### src/hdl/meas_ctrl_pkg.sv
// Purpose: shared constants, states and checksum for the measurement block
// Assumes: 100 MHz block clock
// Notes: timing counts are derived from the printed times

package meas_ctrl_pkg;

  localparam int CLK_PERIOD_NS = 10;
  localparam int UPDATE_TIME_NS = 500000;
  localparam int TRIG_TIME_NS = 45000000;
  localparam int AVG_WIN_NS = 25000000;
  localparam int STOP_TIME_NS = 500000;
  localparam int UPDATE_CYC = UPDATE_TIME_NS / CLK_PERIOD_NS;
  localparam int TRIG_CYC = TRIG_TIME_NS / CLK_PERIOD_NS;
  localparam int AVG_WIN_CYC = AVG_WIN_NS / CLK_PERIOD_NS;
  localparam int STOP_CYC = (STOP_TIME_NS + CLK_PERIOD_NS - 1) / CLK_PERIOD_NS;
  localparam int TMR_W = 23;

  localparam logic [6:0] ADDR_GND = 7'h21;
  localparam logic [6:0] ADDR_R1K2 = 7'h22;
  localparam logic [6:0] ADDR_R2K7 = 7'h23;
  localparam logic [1:0] STRAP_GND = 2'h0;
  localparam logic [1:0] STRAP_R1K2 = 2'h1;
  localparam logic [1:0] STRAP_R2K7 = 2'h2;
  localparam logic [1:0] STRAP_SETTLE = 2'h3;

  localparam logic [15:0] CMD_CONT_MF_AVG = 16'h3603;
  localparam logic [15:0] CMD_CONT_MF = 16'h3608;
  localparam logic [15:0] CMD_CONT_DP_AVG = 16'h3615;
  localparam logic [15:0] CMD_CONT_DP = 16'h361E;
  localparam logic [15:0] CMD_STOP = 16'h3FF9;
  localparam logic [15:0] CMD_TRIG_MF = 16'h3624;
  localparam logic [15:0] CMD_TRIG_MF_STR = 16'h3726;
  localparam logic [15:0] CMD_TRIG_DP = 16'h362F;
  localparam logic [15:0] CMD_TRIG_DP_STR = 16'h372D;

  // smoothing factor 0.05 in Q16
  localparam logic [15:0] ALPHA_Q16 = 16'h0CCD;
  localparam logic [15:0] SCALE_FACTOR = 16'h003C;
  localparam logic [7:0] CRC_POLY = 8'h31;
  localparam logic [7:0] CRC_INIT = 8'hFF;

  localparam logic [1:0] WORD_PRESS = 2'h0;
  localparam logic [1:0] WORD_TEMP = 2'h1;
  localparam logic [1:0] WORD_SCALE = 2'h2;
  localparam int WORD_W = 25;

  typedef enum logic [3:0] {
    ST_IDLE = 4'h1,
    ST_CONT = 4'h2,
    ST_TRIG = 4'h4,
    ST_STOP = 4'h8
  } mode_state_e;

  function automatic logic [7:0] crc8(input logic [15:0] d);
    logic [7:0] c;
    logic fb;
    c = CRC_INIT;
    for (int i = 15; i >= 0; i--) begin
      fb = c[7] ^ d[i];
      c = {c[6:0], 1'b0};
      if (fb) begin
        c = c ^ CRC_POLY;
      end
    end
    return c;
  endfunction

endpackage

### src/hdl/pair_buf.sv
// Purpose: two-entry buffer between result sequencer and link front end
// Assumes: single clock, flush drops everything held
// Notes: full and empty are exact, so a stalled reader stops the writer

`timescale 1ns/1ns
module pair_buf #(
  parameter int W = 25
) (
  input wire logic ref_clk_i,
  input wire logic rst_n_i,
  input wire logic flush_i,
  input wire logic in_valid_i,
  input wire logic [W-1:0] in_data_i,
  output logic in_ready_o,
  output logic out_valid_o,
  output logic [W-1:0] out_data_o,
  input wire logic out_ready_i
);

  logic [W-1:0] slot0, slot1, next_slot0, next_slot1;
  logic [1:0] cnt, next_cnt;
  logic rd, next_rd, wr, next_wr;
  logic push, pop;

  assign in_ready_o = (cnt != 2'h2);
  assign out_valid_o = (cnt != 2'h0);
  assign out_data_o = rd ? slot1 : slot0;

  always_comb begin
    push = in_valid_i && in_ready_o;
    pop = out_valid_o && out_ready_i;
    next_slot0 = slot0;
    next_slot1 = slot1;
    next_rd = rd;
    next_wr = wr;
    next_cnt = cnt;
    if (push) begin
      if (wr) begin
        next_slot1 = in_data_i;
      end else begin
        next_slot0 = in_data_i;
      end
      next_wr = !wr;
    end
    if (pop) begin
      next_rd = !rd;
    end
    if (push && !pop) begin
      next_cnt = cnt + 2'h1;
    end else if (pop && !push) begin
      next_cnt = cnt - 2'h1;
    end
    if (flush_i) begin
      next_rd = 1'b0;
      next_wr = 1'b0;
      next_cnt = 2'h0;
    end
  end

  always_ff @(posedge ref_clk_i or negedge rst_n_i) begin
    if (!rst_n_i) begin
      slot0 <= '0;
      slot1 <= '0;
      rd <= 1'b0;
      wr <= 1'b0;
      cnt <= 2'h0;
    end else begin
      slot0 <= next_slot0;
      slot1 <= next_slot1;
      rd <= next_rd;
      wr <= next_wr;
      cnt <= next_cnt;
    end
  end

endmodule

### src/hdl/meas_ctrl.sv
// Purpose: measurement control and result delivery of a pressure sensor
// Assumes: a slave front end decodes commands and read headers
// Notes: scl and the address strap are pins, synchronised before use
//
// How it works
// strap picks slave address 0x21, 0x22 or 0x23
// alert low while unread result exists
// pressure readout returns alert high
// alert low after reset until measurement command
// continuous mode new result every 0.5 ms
// continuous results land in readable result buffer
// host must not read faster than 0.5 ms
// triggered mode runs one measurement then idles
// busy trigger refuses header or stretches clock
// triggered result ready about 45 ms later
// average-till-read accumulates samples since readout
// first 25 ms report arithmetic mean
// after 25 ms exponential smoothing, factor 0.05
// two temperature compensation modes selectable
// host should pick mass-flow compensation for flow
// four continuous start commands choose mode
// stop command idles, accepts commands after 500 us
// four triggered commands, with or without stretching
// 16-bit commands, words each followed by checksum
// strap sampled once after reset, then held
// new averaging window clears sum and count

`timescale 1ns/1ns
module meas_ctrl
  import meas_ctrl_pkg::*;
#(
  parameter int UPDATE_CYC_P = UPDATE_CYC,
  parameter int TRIG_CYC_P = TRIG_CYC,
  parameter int AVG_WIN_CYC_P = AVG_WIN_CYC,
  parameter int STOP_CYC_P = STOP_CYC
) (
  input wire logic ref_clk_i,
  input wire logic rst_n_i,
  input wire logic soft_reset_i,
  input wire logic [1:0] addr_strap_i,
  output logic [6:0] slave_addr_o,
  input wire logic cmd_valid_i,
  input wire logic [15:0] cmd_i,
  output logic cmd_refused_o,
  input wire logic rd_hdr_i,
  output logic rd_ack_o,
  output logic rd_nack_o,
  input wire logic rd_stop_i,
  input wire logic scl_i,
  output logic scl_o,
  output logic scl_oe_o,
  output logic word_valid_o,
  input wire logic word_ready_i,
  output logic [15:0] word_data_o,
  output logic [7:0] word_crc_o,
  output logic word_press_o,
  input wire logic [15:0] press_raw_i,
  input wire logic [15:0] temp_raw_i,
  output logic heater_on_o,
  output logic comp_mass_o,
  output logic new_data_alert_n_o
);

  logic scl_s1, scl_s2, scl_d;
  logic [1:0] strap_s1, strap_s2, strap_cnt, next_strap_cnt;
  logic strap_done, next_strap_done;
  logic [6:0] slave_addr, next_slave_addr;
  mode_state_e state, next_state;
  logic [TMR_W-1:0] tmr, next_tmr, win_tmr, next_win;
  logic trig_str, next_str, comp_mass, next_mass, avg_on, next_avg;
  logic meas_cmd, sample_tick, pop_press, push_ok, buf_ready;
  logic signed [15:0] x;
  logic [15:0] press_res, next_press, temp_res, next_temp, cur_word;
  logic has_data, next_has, alert_flag, next_alert;
  logic signed [31:0] avg_sum, next_sum, sum1, exp_s, next_exp_s;
  logic [31:0] exp_new;
  logic [7:0] avg_n, next_n, n1;
  logic exp_phase, next_exp_ph;
  logic signed [32:0] exp_diff;
  logic signed [49:0] exp_prod;
  logic rd_active, next_rd_act, stretch_wait, next_swait;
  logic hold_scl, next_hold;
  logic [1:0] rd_idx, next_idx;
  logic [WORD_W-1:0] buf_out;
  logic started;
  logic [TMR_W-1:0] trig_age;

  assign x = press_raw_i;
  assign slave_addr_o = slave_addr;
  assign heater_on_o = (state == ST_CONT) || (state == ST_TRIG);
  assign comp_mass_o = comp_mass;
  assign new_data_alert_n_o = !alert_flag;
  assign scl_o = 1'b0;
  assign scl_oe_o = hold_scl;

  // pins: first stage feeds only the second
  always_ff @(posedge ref_clk_i or negedge rst_n_i) begin
    if (!rst_n_i) begin
      scl_s1 <= 1'b1;
      scl_s2 <= 1'b1;
      scl_d <= 1'b1;
      strap_s1 <= STRAP_GND;
      strap_s2 <= STRAP_GND;
    end else begin
      scl_s1 <= scl_i;
      scl_s2 <= scl_s1;
      scl_d <= scl_s2;
      strap_s1 <= addr_strap_i;
      strap_s2 <= strap_s1;
    end
  end

  // strap is caught once the synchroniser has settled
  always_comb begin
    next_strap_cnt = strap_cnt;
    next_strap_done = strap_done;
    next_slave_addr = slave_addr;
    if (!strap_done) begin
      if (strap_cnt == STRAP_SETTLE) begin
        next_strap_done = 1'b1;
        case (strap_s2)
          STRAP_R1K2: next_slave_addr = ADDR_R1K2;
          STRAP_R2K7: next_slave_addr = ADDR_R2K7;
          default: next_slave_addr = ADDR_GND;
        endcase
      end else begin
        next_strap_cnt = strap_cnt + 2'h1;
      end
    end
    if (soft_reset_i) begin
      next_strap_cnt = 2'h0;
      next_strap_done = 1'b0;
    end
  end

  always_ff @(posedge ref_clk_i or negedge rst_n_i) begin
    if (!rst_n_i) begin
      strap_cnt <= 2'h0;
      strap_done <= 1'b0;
      slave_addr <= ADDR_GND;
    end else begin
      strap_cnt <= next_strap_cnt;
      strap_done <= next_strap_done;
      slave_addr <= next_slave_addr;
    end
  end

  assign sample_tick = !soft_reset_i &&
    ((state == ST_CONT && tmr == TMR_W'(UPDATE_CYC_P - 1)) ||
     (state == ST_TRIG && tmr == TMR_W'(TRIG_CYC_P - 1)));

  always_comb begin
    next_state = state;
    next_tmr = tmr + 1'b1;
    next_str = trig_str;
    next_mass = comp_mass;
    next_avg = avg_on;
    meas_cmd = 1'b0;
    cmd_refused_o = 1'b0;
    case (state)
      ST_IDLE: begin
        next_tmr = '0;
        if (cmd_valid_i) begin
          case (cmd_i)
            CMD_CONT_MF_AVG, CMD_CONT_MF, CMD_CONT_DP_AVG, CMD_CONT_DP: begin
              next_state = ST_CONT;
              meas_cmd = 1'b1;
              next_mass = (cmd_i == CMD_CONT_MF_AVG) || (cmd_i == CMD_CONT_MF);
              next_avg = (cmd_i == CMD_CONT_MF_AVG) ||
                         (cmd_i == CMD_CONT_DP_AVG);
            end
            CMD_TRIG_MF, CMD_TRIG_MF_STR, CMD_TRIG_DP, CMD_TRIG_DP_STR: begin
              next_state = ST_TRIG;
              meas_cmd = 1'b1;
              next_mass = (cmd_i == CMD_TRIG_MF) || (cmd_i == CMD_TRIG_MF_STR);
              next_str = (cmd_i == CMD_TRIG_MF_STR) ||
                         (cmd_i == CMD_TRIG_DP_STR);
              next_avg = 1'b0;
            end
            CMD_STOP: next_state = ST_STOP;
            default: cmd_refused_o = 1'b1;
          endcase
        end
      end
      ST_CONT: begin
        if (tmr == TMR_W'(UPDATE_CYC_P - 1)) begin
          next_tmr = '0;
        end
        if (cmd_valid_i && cmd_i == CMD_STOP) begin
          next_state = ST_STOP;
          next_tmr = '0;
        end else if (cmd_valid_i) begin
          cmd_refused_o = 1'b1;
        end
      end
      ST_TRIG: begin
        cmd_refused_o = cmd_valid_i;
        if (tmr == TMR_W'(TRIG_CYC_P - 1)) begin
          next_state = ST_IDLE;
          next_tmr = '0;
        end
      end
      ST_STOP: begin
        cmd_refused_o = cmd_valid_i;
        if (tmr == TMR_W'(STOP_CYC_P - 1)) begin
          next_state = ST_IDLE;
          next_tmr = '0;
        end
      end
      default: begin
        next_state = ST_IDLE;
        next_tmr = '0;
      end
    endcase
    if (soft_reset_i) begin
      next_state = ST_IDLE;
      next_tmr = '0;
      next_str = 1'b0;
      next_mass = 1'b0;
      next_avg = 1'b0;
      meas_cmd = 1'b0;
      cmd_refused_o = 1'b0;
    end
  end

  always_ff @(posedge ref_clk_i or negedge rst_n_i) begin
    if (!rst_n_i) begin
      state <= ST_IDLE;
      tmr <= '0;
      trig_str <= 1'b0;
      comp_mass <= 1'b0;
      avg_on <= 1'b0;
    end else begin
      state <= next_state;
      tmr <= next_tmr;
      trig_str <= next_str;
      comp_mass <= next_mass;
      avg_on <= next_avg;
    end
  end

  assign pop_press = word_valid_o && word_ready_i && word_press_o;

  // plain divide: one result per update period, speed is no concern
  always_comb begin
    next_press = press_res;
    next_temp = temp_res;
    next_has = has_data;
    next_alert = alert_flag;
    next_sum = avg_sum;
    next_n = avg_n;
    next_win = win_tmr;
    next_exp_ph = exp_phase;
    next_exp_s = exp_s;
    if (avg_on && !exp_phase && state == ST_CONT) begin
      if (win_tmr == TMR_W'(AVG_WIN_CYC_P - 1)) begin
        next_exp_ph = 1'b1;
        next_exp_s = {press_res, 16'h0000};
      end else begin
        next_win = win_tmr + 1'b1;
      end
    end
    if (pop_press || meas_cmd) begin
      next_alert = 1'b0;
      next_sum = '0;
      next_n = 8'h00;
      next_win = '0;
      next_exp_ph = 1'b0;
    end
    if (meas_cmd) begin
      next_has = 1'b0;
    end
    sum1 = next_sum + 32'(x);
    n1 = next_n + 8'h01;
    exp_diff = $signed({x[15], x, 16'h0000}) -
               $signed({next_exp_s[31], next_exp_s});
    exp_prod = exp_diff * $signed({1'b0, ALPHA_Q16});
    exp_new = next_exp_s + exp_prod[47:16];
    if (sample_tick) begin
      next_temp = temp_raw_i;
      next_has = 1'b1;
      next_alert = 1'b1;
      if (!avg_on || state == ST_TRIG) begin
        next_press = press_raw_i;
      end else if (!next_exp_ph) begin
        next_sum = sum1;
        next_n = n1;
        next_press = 16'(sum1 / $signed(32'(n1)));
      end else begin
        next_exp_s = exp_new;
        next_press = exp_new[31:16];
      end
    end
    if (soft_reset_i) begin
      next_alert = 1'b1;
      next_has = 1'b0;
      next_sum = '0;
      next_n = 8'h00;
      next_win = '0;
      next_exp_ph = 1'b0;
    end
  end

  always_ff @(posedge ref_clk_i or negedge rst_n_i) begin
    if (!rst_n_i) begin
      press_res <= 16'h0000;
      temp_res <= 16'h0000;
      has_data <= 1'b0;
      alert_flag <= 1'b1;
      avg_sum <= '0;
      avg_n <= 8'h00;
      win_tmr <= '0;
      exp_phase <= 1'b0;
      exp_s <= '0;
    end else begin
      press_res <= next_press;
      temp_res <= next_temp;
      has_data <= next_has;
      alert_flag <= next_alert;
      avg_sum <= next_sum;
      avg_n <= next_n;
      win_tmr <= next_win;
      exp_phase <= next_exp_ph;
      exp_s <= next_exp_s;
    end
  end

  assign push_ok = rd_active && buf_ready;

  always_comb begin
    next_rd_act = rd_active;
    next_idx = rd_idx;
    next_swait = stretch_wait;
    next_hold = hold_scl;
    rd_ack_o = 1'b0;
    rd_nack_o = 1'b0;
    if (push_ok) begin
      next_idx = rd_idx + 2'h1;
      if (rd_idx == WORD_SCALE) begin
        next_rd_act = 1'b0;
      end
    end
    if (stretch_wait && scl_d && !scl_s2) begin
      next_hold = 1'b1;
    end
    if (stretch_wait && sample_tick) begin
      next_swait = 1'b0;
      next_hold = 1'b0;
      next_rd_act = 1'b1;
      next_idx = WORD_PRESS;
    end
    if (rd_hdr_i) begin
      // header on the finishing tick is nacked, else the stretch never ends
      if (state == ST_TRIG && trig_str && !sample_tick) begin
        rd_ack_o = 1'b1;
        next_swait = 1'b1;
        next_rd_act = 1'b0;
      end else if (state == ST_TRIG || !has_data) begin
        rd_nack_o = 1'b1;
      end else begin
        rd_ack_o = 1'b1;
        next_rd_act = 1'b1;
        next_idx = WORD_PRESS;
      end
    end
    if (rd_stop_i || soft_reset_i) begin
      next_rd_act = 1'b0;
      next_swait = 1'b0;
      next_hold = 1'b0;
    end
  end

  always_ff @(posedge ref_clk_i or negedge rst_n_i) begin
    if (!rst_n_i) begin
      rd_active <= 1'b0;
      rd_idx <= WORD_PRESS;
      stretch_wait <= 1'b0;
      hold_scl <= 1'b0;
    end else begin
      rd_active <= next_rd_act;
      rd_idx <= next_idx;
      stretch_wait <= next_swait;
      hold_scl <= next_hold;
    end
  end

  always_comb begin
    case (rd_idx)
      WORD_PRESS: cur_word = press_res;
      WORD_TEMP: cur_word = temp_res;
      default: cur_word = SCALE_FACTOR;
    endcase
  end

  pair_buf #(
    .W(WORD_W)
  ) u_buf (
    .ref_clk_i(ref_clk_i),
    .rst_n_i(rst_n_i),
    .flush_i(rd_hdr_i || rd_stop_i || soft_reset_i),
    .in_valid_i(rd_active),
    .in_data_i({rd_idx == WORD_PRESS, cur_word, crc8(cur_word)}),
    .in_ready_o(buf_ready),
    .out_valid_o(word_valid_o),
    .out_data_o(buf_out),
    .out_ready_i(word_ready_i)
  );

  assign word_press_o = buf_out[24];
  assign word_data_o = buf_out[23:8];
  assign word_crc_o = buf_out[7:0];

  // helper state read only by the checks below
  always_ff @(posedge ref_clk_i or negedge rst_n_i) begin
    if (!rst_n_i) begin
      started <= 1'b0;
      trig_age <= '0;
    end else begin
      started <= soft_reset_i ? 1'b0 : (started || meas_cmd);
      trig_age <= (state == ST_TRIG) ? trig_age + 1'b1 : '0;
    end
  end
endmodule

### config.mk
export PLATFORM = sky130hd
export DESIGN_NAME = meas_ctrl
export DESIGN_NICKNAME = d
export VERILOG_FILES = /design/src/hdl/meas_ctrl_pkg.sv /design/src/hdl/pair_buf.sv /design/src/hdl/meas_ctrl.sv
export SDC_FILE = /design/constraint.sdc
export NUM_CORES = 2
export LEC_CHECK = 0
export ABC_AREA = 1
export ABC_CLOCK_PERIOD_IN_PS = 69600
export BUFFER_PORTS_ARGS = -buffer_cell sky130_fd_sc_hd__buf_2
export CAP_MARGIN = 20
export CORE_MARGIN = 8
export CORE_UTILIZATION = 30
export DETAILED_ROUTE_END_ITERATION = 10
export PLACE_DENSITY = 0.48
export SYNTH_ARGS = -nofsm -noshare
export SYNTH_HDL_FRONTEND = slang
export SYNTH_SLANG_ARGS = --single-unit
### constraint.sdc
create_clock -name ref_clk_i -period 69.6 [get_ports ref_clk_i]
set_input_delay 3.48 -clock ref_clk_i [delete_from_list [all_inputs] [get_ports ref_clk_i]]
set_output_delay 3.48 -clock ref_clk_i [all_outputs]
set_load 0.005 [all_outputs]
==> After elaboration in Yosys (flattened, before gate mapping) <==
Cells that the tools add are included.
{ "totals": {"register_bits": 236, "in_bits": 58, "out_inout_bits": 41} }
{ "classes": {"n_addsub": 10, "n_mul": 1, "div_mod_pow": 1, "eq_ne": 30, "mux": 122, "bitwise": 32, "reduce_logical": 65} }
{ "op_table": {"columns": ["cell", "n"], "rows": [
  ["$mux 32", 10],
  ["$mux 23", 8],
  ["$eq 16x14->1 const B", 9],
  ["$mux 6", 16],
  ["$pmux 23 s3", 1],
  ["$mux 1", 56],
  ["$add 23x1->23 const B", 2],
  ["$mul 33x13->46 const B", 1],
  ["$not 3->3", 15],
  ["$mux 8", 5],
  ["$sub 32x32->33", 1],
  ["$add 32x16->32", 1],
  ["$add 32x32->32", 1],
  ["$div 32x9->32", 1],
  ["$mux 16", 2],
  ["$pmux 16 s2", 1],
  ["$mux 25", 1],
  ["$eq 23x16->1 const B", 1],
  ["$eq 23x22->1 const B", 1],
  ["$eq 23x23->1 const B", 1],
  ["$mux 2", 11],
  ["$mux 4", 5],
  ["$reduce_bool 3->1", 6],
  ["$logic_and 1x1->1", 16],
  ["32 further kinds", 89]
]} }

==> Depth between registers and ports, before layout <==
{ "logic_depth": {"ltp_word": 33, "mapped_depth": 539, "mapped_depth_nobuf": 500} }

==> By module <==
A second synthesis with hierarchy kept.
{ "hier_totals": {"cells_unflattened": 7401, "hier_area_um2": 48849.4} }
{ "by_module_without_submodules": {"columns": ["mod", "instances", "cells_per_inst", "area_per_inst_um2"], "rows": [
  ["meas_ctrl", 1, 7095, 46254.4],
  ["pair_buf", 1, 306, 2595.0]
]} }

==> Worst setup path after synthesis <==
OpenSTA, ideal clock, no wires.
{ "synth_timing": {"path_kind": "input -> register", "from": "input cmd_i[15]", "to": "register press_res[14]", "setup_ps": 139, "t_arrival_ps": 74053, "required_time_ps": 69461, "path_slack_ps": -4592, "cell_stages": 514, "path_buffers": 40, "cell_sequence": "nor2_1 nand2_2 nor2_1 nand2_1 nand2_1 nor2_2 nand2_4 nand3_4 nand2_4 inv_6 clkbuf_8 clkbuf_1 nand2_1 inv_1 ha_1 nand2_1 inv_1 nand2_1 [... 478 more ...] a21oi_1 nand2_1 nor2_1 nand2_1 nor2_1 nand3_2 nor2_4 ha_1 nand2_1 inv_1 a31oi_1 nor2_1 a21oi_1 inv_1 o21ai_0 o21bai_1 o21ai_0 o2111ai_1"} }
{ "synth_between": {"elab_chain_len": 12, "elab_cells_between_ends": 22, "classes_between": "2 x add/sub; 1 x div; 8 x eq/ne; 9 x mux; 2 x reduce/logical"} }
{ "synth_rtl": {"columns": ["element", "line", "text"], "rows": [
  ["start: declaration", "meas_ctrl.sv:43", "input wire logic [15:0] cmd_i,"],
  ["$eq 16x14->1", "meas_ctrl.sv:164", "case (cmd_i)"],
  ["$reduce_or 8->1 (no line) *", null, null],
  ["$mux 1 *", "meas_ctrl.sv:164", null],
  ["$mux 1 *", "meas_ctrl.sv:163", "if (cmd_valid_i) begin"],
  ["$mux 1 *", "meas_ctrl.sv:160", "case (state)"],
  ["$mux 1 *", "meas_ctrl.sv:215", "if (soft_reset_i) begin"],
  ["$logic_or 1x1->1 *", "meas_ctrl.sv:263", "if (pop_press || meas_cmd) begin"],
  ["$mux 32 / $mux 8 (equally long branches)", "meas_ctrl.sv:263", null],
  ["$add 32x16->32 / $add 8x1->8 (equally long branches)", "meas_ctrl.sv:273, meas_ctrl.sv:274", null],
  ["$div 32x9->32", "meas_ctrl.sv:288", "next_press = 16'(sum1 / $signed(32'(n1)));"],
  ["$mux 16 *", "meas_ctrl.sv:285", "end else if (!next_exp_ph) begin"],
  ["$mux 16 *", "meas_ctrl.sv:283", "if (!avg_on || state == ST_TRIG) begin"],
  ["end signal: assignment", "meas_ctrl.sv:316", "press_res <= next_press;"],
  ["end: declaration", "meas_ctrl.sv:73", "logic [15:0] press_res, next_press, temp_res, next_temp, cur_word;"]
]} }
Every way passes the cells marked *; elsewhere a longest branch is shown, timed or not.
A chain may end at the register's enable or synchronous reset.

==> Worst setup path in the final report <==
{ "layout_timing": {"from": "input cmd_i[13]", "to": "register press_res[12]"} }
The elaborated chain is that of the path after synthesis.

==> flow_metrics.py <==
metrics = {
    "place": {
        "dp_cells": 9617,
        "numPortBuffers": 92,
        "hpwl_um": 133000,
        "place_ws_ps": -1220,
        "gp_congestion": 0.910,
    },
    "critical_path": {
        "crit_buf_inv": 76,
        "cp_slowest_cell": "fa_2",
        "critPathRequiredTime_ps": 70140,
        "crit_top_cell": "nand2_1",
        "arrival_ps": 64670,
        "cp_top_family": "simple AND/OR/NAND/NOR gates",
        "crit_path_max_fanout": 15,
        "endpoint_kind": "flop",
        "critical_path_class": "in -> reg",
        "r2r_setup_slack_ps": 7830,
        "critical_path.max_stage_delay_ps": 530,
        "startpoint_type": "input port",
    },
    "clocking": {
        "ctsHtreeMaxLevel": 1,
        "cts.sinks": 231,
        "cts_buffer_depth": 3,
        "clk_latency_ps": 610,
        "postCtsHoldBufs": 0,
        "cts_tree": "done",
        "clk_pin_slew_ps": 60,
        "cts_root_buffer": "clkbuf_16",
        "cts_buffers": 31,
    },
    "timing": {
        "fin_crit_sh_pct": 92.1,
        "setup-violations-final": 0,
        "fmax_mhz": 15.6,
        "hold_viol_final": 0,
        "finalWorstSetupSlack_ps": 5470,
        "worstMarginPinSlew_ps": 1110,
        "slew_violations": 0,
        "finClkSkew_ps": 25.4,
        "period_minus_slack_ps": 64130,
        "final.setup.tns_ps": 0,
        "holdWs_ps": 351,
        "maxSlewHeadroom_pct": 24.9,
    },
    "floorplan": {
        "ios": 99,
        "die_w_um": 414,
        "core_area_sq_mm": 0.158,
        "row_count": 146,
        "die_h_um": 414,
        "die-area_sq_mm": 0.172,
        "start_util_pct": 30.1,
    },
    "layout": {
        "final_cells": 9807,
        "nFillCells": 17400,
        "multi_input_area_sq_mm": 0.0370,
        "nNetsFinal": 8349,
        "drive_above_1_share_pct": 18.2,
        "syn2layout_area_growth_pct": 14.4,
        "register_area_sq_mm": 0.00579,
    },
    "global_route": {
        "grt_pass1_vias": 45000,
        "grt_pass1_wl_um": 250000,
        "antenna_found_initial": 16,
        "overflow": 0,
        "grtUsageTotal_pct": 17.6,
        "grt_max_degree": 110,
    },
    "logic_synthesis": {
        "synth-edff-count": 0,
        "synth.most_common_cell": "nand2_1",
        "synth_area_sq_mm": 0.0476,
        "synthFlopType": "dfrtp_1",
        "yosys_warnings": 0,
        "synth-seq-cells": 231,
        "ys_seq_area_share_pct": 12.2,
        "async_reset_ff_share_pct": 100,
        "synth_cells": 7342,
        "synth_commonest_cells": "1808 x nand2_1, 1140 x inv_1, 612 x nor2_1, 445 x o21ai_0, 443 x ha_1",
        "yosys.area.top_type": "nand2_1",
        "syn_avg_cell_area_sq_um": 6.48,
        "ys_types": 88,
        "yosysTopAreaCellShare_pct": 14.3,
        "synthTopCellsByArea": "nand2_1 14%, dfrtp_1 12%, ha_1 12%",
    },
    "worst_hold_path": {
        "hold_class": "reg -> reg",
    },
    "drt": {
        "drtPass1Iterations": 6,
        "vias": 47300,
        "drc_errors": 0,
        "drt_iter0_markers": 3156,
        "wire_per_inst_um": 16.3,
        "routed_via_density": 4.82,
        "final_antenna_net_count": 0,
        "totalWireLength_um": 160000,
    },
    "job": {
        "maxCapViolCount": 0,
    },
    "run_status": {
        "status": "finished, final reports clean",
    },
}
-- area by class of cell --
| class | instances | area share [%] |
|---|---|---|
| inverters | 1265 | 9.07 |
| well taps | 2072 | 4.76 |
| repair buffers | 437 | 5.71 |
| multi-input cells | 5734 | 67.9 |
| clock inverters | 11 | 0.214 |
| flip-flops and latches | 231 | 10.6 |
| clock buffers | 43 | 1.64 |
| diodes | 14 | 0.0644 |
-- path summary, 6_finish.rpt --
path,end,start,cells past startpoint
max reg2reg,press_res[12],u_buf.rd,478
min reg2reg,strap_s2[0],strap_s1[0],0
max in group asynchronous,win_tmr[17],rst_n_i,3
min,strap_s2[0],strap_s1[0],0
max,press_res[12],cmd_i[13],482
min in group asynchronous,u_buf.slot0[12],rst_n_i,1
-- metrics by stage --
stage	cell area, sq um	utilization (%)
CTS	52700	33.4
detailed placement	51600	32.7
finish	54400	34.5
global route	54400	34.4
global placement	51600	32.7
floorplan	47900	-
-- flip-flops by register name, indices dropped and copies added (netlist names), 2 cells and up --
name and cells:
avg_sum 32, strap_s1 2, state 4, tmr 23
u_buf.cnt 2, u_buf.slot1 25, rd_idx 2, exp_s 32
strap_s2 2, temp_res 16, u_buf.slot0 25, strap_cnt 2
press_res 16, win_tmr 23, slave_addr_o 2, avg_n 8
-- kinds of logic after synthesis --
logic type | share of synthesized area, %
simple gates | 38.8
buf+inv | 12.4
compound gates | 12.0
fa+ha+maj | 17.9
xor+xnor | 6.71
flops | 12.2
other cells | 0.0158
-- routing by layer --
metal	vias up	GRT usage [%]	share of wire, %
met4	0	4.19	2.8
li1	24300	-	-
met3	182	1.27	3.5
met5	-	0	0
met2	857	30.0	46
met1	21900	24.3	47
-- cells in the final DEF (no fill, tap or decap), types with 38 or more instances in the layout --
master / n
nor2_1: 571
nand3_2: 129
a21oi_2: 46
nand2_4: 57
nand2_2: 174
o21ai_1: 67
dfrtp_1: 225
nand3_1: 428
buf_4: 339
nor3_1: 57
nor2_4: 73
fa_1: 147
inv_1: 1124
buf_2: 91
inv_2: 80
nor2_2: 98
o21ai_2: 52
a21oi_1: 281
ha_1: 425
xor2_1: 217
o21ai_0: 384
nand2_1: 1792
or2_2: 38
nand4_1: 176
xnor2_1: 143
-- repair_timing --
| action | 4_1_cts | 5_1_grt |
|---|---|---|
| gates cloned | 2 | 6 |
| pin swaps | 4 | 112 |
| setup endpoints to repair | 5 | 16 |
| buffers inserted | 5 | 107 |
| resized for setup | 4 | 244 |
Power is left out: the tool's default activity adds up to more than one toggle a clock period on the data nets, which glitch-free logic cannot reach.
